`src/verilog/mio_pkg.sv`:
```
package mio_pkg;

	// ************************************
	// Register map (byte addresses)
	// ************************************
	localparam logic [5:0] ADR_SRC = 6'h00;
	localparam logic [5:0] ADR_POL = 6'h04;
	localparam logic [5:0] ADR_OSEL = 6'h08;
	localparam logic [5:0] ADR_PRE = 6'h0c;
	localparam logic [5:0] ADR_AREA1 = 6'h10;
	localparam logic [5:0] ADR_AREA2 = 6'h14;
	localparam logic [5:0] ADR_ENC = 6'h18;
	localparam logic [5:0] ADR_CUR = 6'h1c;
	localparam logic [5:0] ADR_SER = 6'h20;
	localparam logic [5:0] ADR_STAT = 6'h24;

	// Source register: in bits 0 and 2 to 4, 1 selects discrete I/O, 0 the serial link
	localparam int B_START_SRC = 0;
	localparam int B_STOP_EN = 1;
	localparam int B_EXC_SRC = 2;
	localparam int B_JOG_SRC = 3;
	localparam int B_DATA_SRC = 4;
	localparam int B_HOME_SW = 5;
	localparam int B_HWOT_EN = 6;
	localparam int B_OT_DECEL = 7;
	localparam logic [31:0] SRC_RST = 32'h0000005f;
	localparam logic [31:0] SRC_MASK = 32'h000000ff;

	// Polarity register: in bits 0 and 2 to 5, 1 means normally closed contact
	localparam int B_STOP_NC = 0;
	localparam int B_CON_INV = 1;
	localparam int B_REL_NC = 2;
	localparam int B_LS_NC = 3;
	localparam int B_HS_NC = 4;
	localparam int B_SENSOR_A_NC = 5;
	localparam int B_ACT_LO = 8;
	localparam int B_ACT_HI = 9;
	localparam logic [31:0] POL_RST = 32'h00000101;
	localparam logic [31:0] POL_MASK = 32'h0000033f;

	// Output selectors: 5-bit code per output, one byte apart
	localparam int OSEL_W = 5;
	localparam int OSEL_STEP = 8;
	localparam logic [31:0] OSEL_RST = 32'h09080705;
	localparam logic [31:0] OSEL_MASK = 32'h1f1f1f1f;

	localparam int POS_W = 24;
	localparam logic [31:0] POS_MASK = 32'h00ffffff;
	localparam logic [31:0] POS_RST = 32'h00000000;

	// Current register: run percent [6:0], standstill percent [14:8]
	localparam int CUR_STAND_LSB = 8;
	localparam logic [31:0] CUR_RST = 32'h00003264;
	localparam logic [31:0] CUR_MASK = 32'h00007f7f;
	localparam logic [6:0] CUR_MIN = 7'h05;
	localparam logic [6:0] RUN_MAX = 7'h64;
	localparam logic [6:0] STAND_MAX = 7'h32;

	// Serial command image
	localparam int B_SER_START = 0;
	localparam int B_SER_STOP = 1;
	localparam int B_SER_CON = 2;
	localparam int B_SER_HOME = 3;
	localparam int B_SER_FWD = 4;
	localparam int B_SER_RVS = 5;
	localparam int SER_OPS_LSB = 8;
	localparam int SER_ROUT_LSB = 16;
	localparam logic [31:0] SER_RST = 32'h00000000;
	localparam logic [31:0] SER_MASK = 32'h000f3f3f;

	typedef enum logic [4:0] {
		OS_AREA = 5'h05,
		OS_TIM = 5'h06,
		OS_READY = 5'h07,
		OS_WARN = 5'h08,
		OS_HOMEP = 5'h09,
		OS_ZERO = 5'h0a,
		OS_ROUT1 = 5'h0b,
		OS_ROUT2 = 5'h0c,
		OS_MISS = 5'h0d,
		OS_HEAT = 5'h0e,
		OS_ROUT3 = 5'h0f,
		OS_ROUT4 = 5'h10
	} mio_osel_e;

	typedef struct packed {
		logic start;
		logic stop;
		logic excite;
		logic release_in;
		logic home;
		logic forward_jog_request;
		logic reverse_jog_request;
		logic [5:0] operation_select_bits;
		logic limit_pos;
		logic limit_neg;
		logic home_sensor;
		logic sensor_a;
	} mio_din_s;

	typedef struct packed {
		logic step_timing_flag;
		logic ready;
		logic warning_flag;
		logic home_pos;
		logic encoder_zero_flag;
		logic misstep;
		logic overheat;
	} mio_fn_s;

	typedef struct packed {
		logic start;
		logic stop;
		logic stop_decel;
		logic stop_cur_off;
		logic excite;
		logic release_act;
		logic home_req;
		logic preset_req;
		logic forward_jog_request;
		logic reverse_jog_request;
		logic [5:0] op_sel;
		logic ot_pos;
		logic ot_neg;
		logic ot_decel;
		logic home_hit;
		logic sensor_a_hit;
	} mio_cmd_s;

	// ************************************
	// Shared helpers
	// ************************************
	function automatic logic contact_active(input logic raw, input logic nc);
		contact_active = raw ^ nc;
	endfunction

	function automatic logic [6:0] pct_clamp(input logic [6:0] v, input logic [6:0] hi);
		pct_clamp = (v < CUR_MIN) ? CUR_MIN : ((v > hi) ? hi : v);
	endfunction

endpackage

```
`src/verilog/mio_out_mux.sv`:
```
`timescale 1ns/100ps
module mio_out_mux import mio_pkg::*; (
	input wire logic [OSEL_W-1:0] sel,
	input wire mio_fn_s fn,
	input wire logic area,
	input wire logic [3:0] remote,
	input wire logic enc_present,
	output logic out_bit
);

	// Encoder-based functions read low when no encoder is fitted
	wire logic enc_zero = fn.encoder_zero_flag & enc_present;
	wire logic enc_miss = fn.misstep & enc_present;

	always_comb begin
		case (sel)
			OS_AREA: out_bit = area;
			OS_TIM: out_bit = fn.step_timing_flag;
			OS_READY: out_bit = fn.ready;
			OS_WARN: out_bit = fn.warning_flag;
			OS_HOMEP: out_bit = fn.home_pos;
			OS_ZERO: out_bit = enc_zero;
			OS_ROUT1: out_bit = remote[0];
			OS_ROUT2: out_bit = remote[1];
			OS_MISS: out_bit = enc_miss;
			OS_HEAT: out_bit = fn.overheat;
			OS_ROUT3: out_bit = remote[2];
			OS_ROUT4: out_bit = remote[3];
			default: out_bit = 1'b0;
		endcase
	end

endmodule

```
`src/verilog/mio_routing_top.sv`:
```
// Notes on behaviour
// - Start from serial at 0, discrete at 1
// - Discrete stop ignored when stop-enable is 0
// - Stop action code chooses decel and current-off
// - Stop input polarity: 0 open, 1 closed
// - Serial excitation bit inverted when logic is 1
// - Serial excitation at power-on follows logic setting
// - Each output shows function its selector picks
// - Selectors reset to codes 5,7,8,9
// - Shared input: home seek or position preset
// - Home, forward, reverse source selectable
// - Excitation and data-select sources selectable
// - Winding-release input polarity selectable
// - Limits honoured while homing even if disabled
// - Limit, home, sensor_a polarity selectable
// - Overtravel: immediate or decelerating stop
// - Window flag while position between two bounds
// - Hold preset position and encoder preset
// - Misstep and encoder zero need encoder
// - Running current 5 to 100 percent
// - Standstill ratio 5 to 50 percent
// - Bus writes touch only working copy
//
// Added by the designer: the address map and the Wishbone interface to the registers.
`timescale 1ns/100ps
module mio_routing_top import mio_pkg::*; (
	input wire logic clk_sys,
	input wire logic rst_b,
	input wire logic wb_cyc_i,
	input wire logic wb_stb_i,
	input wire logic wb_we_i,
	input wire logic [5:0] wb_adr_i,
	input wire logic [3:0] wb_sel_i,
	input wire logic [31:0] wb_dat_i,
	output logic [31:0] wb_dat_o,
	output logic wb_ack_o,
	input wire mio_din_s din,
	input wire mio_fn_s fn_in,
	input wire logic [POS_W-1:0] motor_pos,
	input wire logic homing_active,
	input wire logic enc_present,
	output mio_cmd_s cmd,
	output logic general_output_1,
	output logic general_output_2,
	output logic general_output_3,
	output logic general_output_4,
	output logic position_window_flag,
	output logic [6:0] run_current_pct,
	output logic [6:0] standstill_pct,
	output logic [POS_W-1:0] preset_pos,
	output logic [POS_W-1:0] enc_preset,
	output logic enc_preset_en
);

	// ************************************
	// Local helpers
	// ************************************
	function automatic logic [31:0] merge(input logic [31:0] old, input logic [31:0] dat,
		input logic [3:0] sel, input logic [31:0] mask);
		logic [31:0] lanes;
		lanes = {{8{sel[3]}}, {8{sel[2]}}, {8{sel[1]}}, {8{sel[0]}}} & mask;
		merge = (old & ~lanes) | (dat & lanes);
	endfunction

	function automatic logic in_window(input logic [POS_W-1:0] p, input logic [POS_W-1:0] a,
		input logic [POS_W-1:0] b);
		logic signed [POS_W-1:0] sp;
		logic signed [POS_W-1:0] sa;
		logic signed [POS_W-1:0] sb;
		sp = p;
		sa = a;
		sb = b;
		in_window = (sa <= sb) ? (sp >= sa && sp <= sb) : (sp >= sb && sp <= sa);
	endfunction

	// ************************************
	// Register bank
	// ************************************
	logic [31:0] src_r;
	logic [31:0] pol_r;
	logic [31:0] osel_r;
	logic [31:0] pre_r;
	logic [31:0] area1_r;
	logic [31:0] area2_r;
	logic [31:0] enc_r;
	logic [31:0] cur_r;
	logic [31:0] ser_r;
	logic [31:0] stat_w;

	wire logic bus_req = wb_cyc_i & wb_stb_i & ~wb_ack_o;
	wire logic wr_en = bus_req & wb_we_i;
	wire logic [31:0] cur_merged = merge(cur_r, wb_dat_i, wb_sel_i, CUR_MASK);
	wire logic [6:0] run_fix = pct_clamp(cur_merged[6:0], RUN_MAX);
	wire logic [6:0] stand_fix = pct_clamp(cur_merged[CUR_STAND_LSB +: 7], STAND_MAX);

	// Reset reloads the retained image; bus writes alter only this working copy
	// working copy
	always_ff @(posedge clk_sys) begin
		if (!rst_b) begin
			src_r <= SRC_RST;
			pol_r <= POL_RST;
			osel_r <= OSEL_RST;
			pre_r <= POS_RST;
			area1_r <= POS_RST;
			area2_r <= POS_RST;
			enc_r <= POS_RST;
			cur_r <= CUR_RST;
			ser_r <= SER_RST;
		end else if (wr_en) begin
			case (wb_adr_i)
				ADR_SRC: src_r <= merge(src_r, wb_dat_i, wb_sel_i, SRC_MASK);
				ADR_POL: pol_r <= merge(pol_r, wb_dat_i, wb_sel_i, POL_MASK);
				ADR_OSEL: osel_r <= merge(osel_r, wb_dat_i, wb_sel_i, OSEL_MASK);
				ADR_PRE: pre_r <= merge(pre_r, wb_dat_i, wb_sel_i, POS_MASK);
				ADR_AREA1: area1_r <= merge(area1_r, wb_dat_i, wb_sel_i, POS_MASK);
				ADR_AREA2: area2_r <= merge(area2_r, wb_dat_i, wb_sel_i, POS_MASK);
				ADR_ENC: enc_r <= merge(enc_r, wb_dat_i, wb_sel_i, POS_MASK);
				ADR_CUR: cur_r <= {17'h00000, stand_fix, 1'b0, run_fix};
				ADR_SER: ser_r <= merge(ser_r, wb_dat_i, wb_sel_i, SER_MASK);
				default: ;
			endcase
		end
	end

	// Unmapped addresses still ack and read as zero so a stray access cannot hang
	wire logic [31:0] rd_data =
		(wb_adr_i == ADR_SRC) ? src_r :
		(wb_adr_i == ADR_POL) ? pol_r :
		(wb_adr_i == ADR_OSEL) ? osel_r :
		(wb_adr_i == ADR_PRE) ? pre_r :
		(wb_adr_i == ADR_AREA1) ? area1_r :
		(wb_adr_i == ADR_AREA2) ? area2_r :
		(wb_adr_i == ADR_ENC) ? enc_r :
		(wb_adr_i == ADR_CUR) ? cur_r :
		(wb_adr_i == ADR_SER) ? ser_r :
		(wb_adr_i == ADR_STAT) ? stat_w : 32'h00000000;

	always_ff @(posedge clk_sys) begin
		if (!rst_b) begin
			wb_ack_o <= 1'b0;
			wb_dat_o <= 32'h00000000;
		end else begin
			wb_ack_o <= bus_req;
			wb_dat_o <= bus_req ? rd_data : 32'h00000000;
		end
	end

	// ************************************
	// Input routing and polarity
	// ************************************
	mio_cmd_s cmd_nxt;
	wire logic stop_seen = contact_active(din.stop, pol_r[B_STOP_NC]);
	wire logic ls_pos = contact_active(din.limit_pos, pol_r[B_LS_NC]);
	wire logic ls_neg = contact_active(din.limit_neg, pol_r[B_LS_NC]);
	wire logic ot_enable = src_r[B_HWOT_EN] | homing_active;
	wire logic jog_io = src_r[B_JOG_SRC];
	wire logic home_in = jog_io ? din.home : ser_r[B_SER_HOME];
	wire logic ser_excite = ser_r[B_SER_CON] ^ pol_r[B_CON_INV];

	assign cmd_nxt.start = src_r[B_START_SRC] ? din.start : ser_r[B_SER_START];
	assign cmd_nxt.stop = (src_r[B_STOP_EN] & stop_seen) | ser_r[B_SER_STOP];
	assign cmd_nxt.stop_decel = cmd_nxt.stop & pol_r[B_ACT_LO];
	assign cmd_nxt.stop_cur_off = cmd_nxt.stop & pol_r[B_ACT_HI];
	// excitation; cleared serial bit means logic bit at reset
	assign cmd_nxt.excite = src_r[B_EXC_SRC] ? din.excite : ser_excite;
	assign cmd_nxt.release_act = contact_active(din.release_in, pol_r[B_REL_NC]);
	assign cmd_nxt.home_req = home_in & ~src_r[B_HOME_SW];
	assign cmd_nxt.preset_req = home_in & src_r[B_HOME_SW];
	assign cmd_nxt.forward_jog_request = jog_io ? din.forward_jog_request : ser_r[B_SER_FWD];
	assign cmd_nxt.reverse_jog_request = jog_io ? din.reverse_jog_request : ser_r[B_SER_RVS];
	assign cmd_nxt.op_sel = src_r[B_DATA_SRC] ? din.operation_select_bits :
		ser_r[SER_OPS_LSB +: 6];
	assign cmd_nxt.ot_pos = ot_enable & ls_pos;
	assign cmd_nxt.ot_neg = ot_enable & ls_neg;
	assign cmd_nxt.ot_decel = (cmd_nxt.ot_pos | cmd_nxt.ot_neg) & src_r[B_OT_DECEL];
	assign cmd_nxt.home_hit = contact_active(din.home_sensor, pol_r[B_HS_NC]);
	assign cmd_nxt.sensor_a_hit = contact_active(din.sensor_a, pol_r[B_SENSOR_A_NC]);

	// ************************************
	// Output functions
	// ************************************
	// position window
	wire logic window_nxt = in_window(motor_pos, area1_r[POS_W-1:0], area2_r[POS_W-1:0]);
	logic [3:0] gen_nxt;

	for (genvar g = 0; g < 4; g++) begin : g_out
		mio_out_mux u_mux (
			.sel(osel_r[g*OSEL_STEP +: OSEL_W]),
			.fn(fn_in),
			.area(window_nxt),
			.remote(ser_r[SER_ROUT_LSB +: 4]),
			.enc_present(enc_present),
			.out_bit(gen_nxt[g])
		);
	end

	// Registering costs a cycle but keeps every output glitch free
	// registered outputs
	always_ff @(posedge clk_sys) begin
		if (!rst_b) begin
			cmd <= '0;
			general_output_1 <= 1'b0;
			general_output_2 <= 1'b0;
			general_output_3 <= 1'b0;
			general_output_4 <= 1'b0;
			position_window_flag <= 1'b0;
		end else begin
			cmd <= cmd_nxt;
			general_output_1 <= gen_nxt[0];
			general_output_2 <= gen_nxt[1];
			general_output_3 <= gen_nxt[2];
			general_output_4 <= gen_nxt[3];
			position_window_flag <= window_nxt;
		end
	end

	always_ff @(posedge clk_sys) begin
		if (!rst_b) begin
			run_current_pct <= CUR_RST[6:0];
			standstill_pct <= CUR_RST[CUR_STAND_LSB +: 7];
			preset_pos <= POS_RST[POS_W-1:0];
			enc_preset <= POS_RST[POS_W-1:0];
			enc_preset_en <= 1'b0;
		end else begin
			run_current_pct <= cur_r[6:0];
			standstill_pct <= cur_r[CUR_STAND_LSB +: 7];
			preset_pos <= pre_r[POS_W-1:0];
			enc_preset <= enc_r[POS_W-1:0];
			enc_preset_en <= enc_present;
		end
	end

	assign stat_w = {11'h000, position_window_flag, general_output_4, general_output_3,
		general_output_2, general_output_1, 1'b0, cmd.sensor_a_hit, cmd.home_hit, cmd.ot_decel,
		cmd.ot_neg, cmd.ot_pos, cmd.reverse_jog_request, cmd.forward_jog_request, cmd.preset_req, cmd.home_req,
		cmd.release_act, cmd.excite, cmd.stop_cur_off, cmd.stop_decel, cmd.stop, cmd.start};
endmodule
```
`config.mk`:
```
export PLATFORM = sky130hd
export DESIGN_NAME = mio_routing_top
export DESIGN_NICKNAME = d
export VERILOG_FILES = /design/src/verilog/mio_pkg.sv /design/src/verilog/mio_out_mux.sv /design/src/verilog/mio_routing_top.sv
export SDC_FILE = /design/constraint.sdc
export NUM_CORES = 1
export LEC_CHECK = 0
export BUFFER_PORTS_ARGS = -buffer_cell sky130_fd_sc_hd__buf_4
export CAP_MARGIN = 20
export CORE_MARGIN = 2
export CORE_UTILIZATION = 59
export CTS_BUF_LIST = sky130_fd_sc_hd__clkbuf_4 sky130_fd_sc_hd__clkbuf_8
export DETAILED_ROUTE_END_ITERATION = 10
export GPL_TIMING_DRIVEN = 1
export HOLD_SLACK_MARGIN = 0.15
export PLACE_DENSITY = 0.87
export SETUP_SLACK_MARGIN = 0.15
export SYNTH_ARGS = -nofsm -noshare
export SYNTH_HDL_FRONTEND = slang
export SYNTH_SLANG_ARGS = --single-unit
export TNS_END_PERCENT = 20
```
`constraint.sdc`:
```
create_clock -name clk_sys -period 3.5 [get_ports clk_sys]
set_input_delay 0.35 -clock clk_sys [delete_from_list [all_inputs] [get_ports clk_sys]]
set_output_delay 0.35 -clock clk_sys [all_outputs]
set_load 0.02 [all_outputs]
```
==> out/results.tsv <==
metric	value	unit
async_flop_share	0	%
hpwl	28700	um
setup_viol	0	
synth_ff_type	dfxtp_1	
final_net_count	1939	
slew_headroom	31.5	%
syn_to_final_growth	22.9	%
grt_pass1_wl	65000	um
cp_max_fo	5	
min_from	din[0]	
grt_max_degree	248	
drive_gt1_share	18.6	%
synth_area	0.0133	mm^2
dieArea	0.0238	mm^2
synth_cell_type_count	59	
required	3.91	ns
syn-instance-count	1547	
cts_setup_buffers	0	
clk_path_buf_depth	3	
cts_root_buf	clkbuf_8	
rsz0062_at_grt	false	
die_w	154	um
dp_slack	0.528	ns
port_buffers	212	
total_power	0.00663	W
synth-edff-count	0	
peakVddDrop	306	uV
seq_area_frac_synth	42.1	%
postRouteAntennaNets	0	
grt_usage	34.3	%
setup_tns	0	ns
hold_violations	0	
cts.sinks	281	
cellLeakagePower	6.54	nW
ios	219	
crit_type	flip-flop to flip-flop	
vias	12885	
synth_top_cell_area_share	42.1	%
viasPerCell	6.19	
cts_buffers	43	
ys_seq_elements	281	
antenna_cells	0	
start_kind	flip-flop	
placed_cell_area	0.0151	mm^2
crit_arrival	3.45	ns
die_h	154	um
first_pass_iters	9	
yosys-top-cells-area	dfxtp_1 42%, nand2_1 7.2%, ha_1 6.7%	
fmax	0.329	GHz
finalCriticalPeriod	3.04	ns
routed_wl	42500	um
initial_core_util	59.5	%
area.sequential	0.00563	mm^2
wl_per_cell	20.4	um
syn_area_per_cell	8.63	um^2
maxCapViolations	0	
fin_area	0.0164	mm^2
yosys-top-cells-count	281 x dfxtp_1, 256 x nand2_1, 108 x nand3_1	
drc	0	
gp_congestion	0.942	
yosysMostFrequentCell	dfxtp_1	
drt_iter0_markers	1419	
grt_pass1_vias	12407	
coreArea	0.0224	mm^2
ctsHoldBuffers	45	
clk_latency	0.56	ns
period_share	87.0	%
clk_pin_slew	0.07	ns
slew_violations	0	
grt.overflow.total	0	
end_kind	flip-flop	
multi_input_area	0.00712	mm^2
fin_skew	0.0199	ns
tightest_slew	1.03	ns
row_count	55	
p_per_area	404	mW/mm^2
status	finished, final reports clean	
ys_warn_count	0	
hp-class	input pin to flip-flop	
setup_ws	0.457	ns
post_cts_resized	0	
fill_cells	1585	
rrSetupSlack	0.46	ns
tritoncts	done	
synth_top_cell_by_area	dfxtp_1	
antenna_found_initial	0	
cts_htree_levels	2	
-- report_power, final --
| group | internal (W) | switching, W |
|---|---|---|
| Combinational | 0.000235 | 0.000292 |
| Clock | 0.00160 | 0.00127 |
| Sequential | 0.00322 | 0.0000140 |
-- metrics by stage --
step / util [%] / hold slack (ns) / std cells
3_5_place_dp: 67.2 / 0.452 / 1965
5_1_grt: 73.2 / 0.181 / 2083
2_1_floorplan: - / 0.421 / 1549
3_3_place_gp: 67.2 / 0.451 / 1965
4_1_cts: 73.2 / 0.153 / 2083
6_report: 73.2 / 0.170 / 2083
-- layer usage --
metal	track usage, %	part of all wire, %	vias to the layer above
li1	-	-	5857
met1	42.2	37	5887
met2	56.1	46	914
met3	6.00	10	227
met4	21.3	6.7	0
met5	0	0	-
-- critical path, stage by stage (launching register included) --
cell and delay, ns:
dfxtp_1 0.41, inv_1 0.07, ha_1 0.30, nand4_1 0.13, nor4_1 0.53, and4_1 0.29
o31ai_1 0.09, and4_1 0.20, or4b_1 0.48, nand4_2 0.26, a211oi_1 0.15
-- final timing paths --
path / endpoint / depth (start not counted)
worst max-delay path: general_output_2 / 10
worst min-delay path: cmd[0] / 3
worst max register to register: general_output_2 / 10
worst min register to register: cmd[14] / 1
-- kinds of logic (layout without fill, tap and decap cells) --
kind of cell	after synthesis	after routing	synth area share, %
multiplexers	74	74	6.49
flip-flops	281	281	42.1
buffers and inverters	160	409	4.63
other	1	3	0.0281
XOR/XNOR	7	7	0.459
AND/OR/NAND/NOR	621	621	22.4
AO/OA/AOI/OAI	331	331	17.1
adder cells (fa/ha/maj)	72	72	6.75
-- cells in the final DEF (no fill, tap or decap), drive strengths merged, types with 45 or more instances in the layout --
master | Yosys | layout
dfxtp | 281 | 281
nand2 | 256 | 256
buf | 15 | 230
nand3 | 108 | 108
a21boi | 106 | 106
and2 | 74 | 74
ha | 72 | 72
clkbuf | 84 | 65
inv | 61 | 61
nor2 | 59 | 59
o21ai | 57 | 57
a21oi | 56 | 56
mux2i | 55 | 55
nor2b | 49 | 49
dlygate4sd3 | 0 | 45
-- cell type report --
type / count / share of cell area, %
Multi-Input combinational cell: 1108 / 43.4
Inverter: 61 / 1.40
Clock buffer: 65 / 4.88
Timing Repair Buffer: 275 / 13.3
Clock inverter: 8 / 0.549
Sequential cell: 281 / 34.3
Tap cell: 285 / 2.17
No activity file was read; power rests on OpenSTA's default activity.
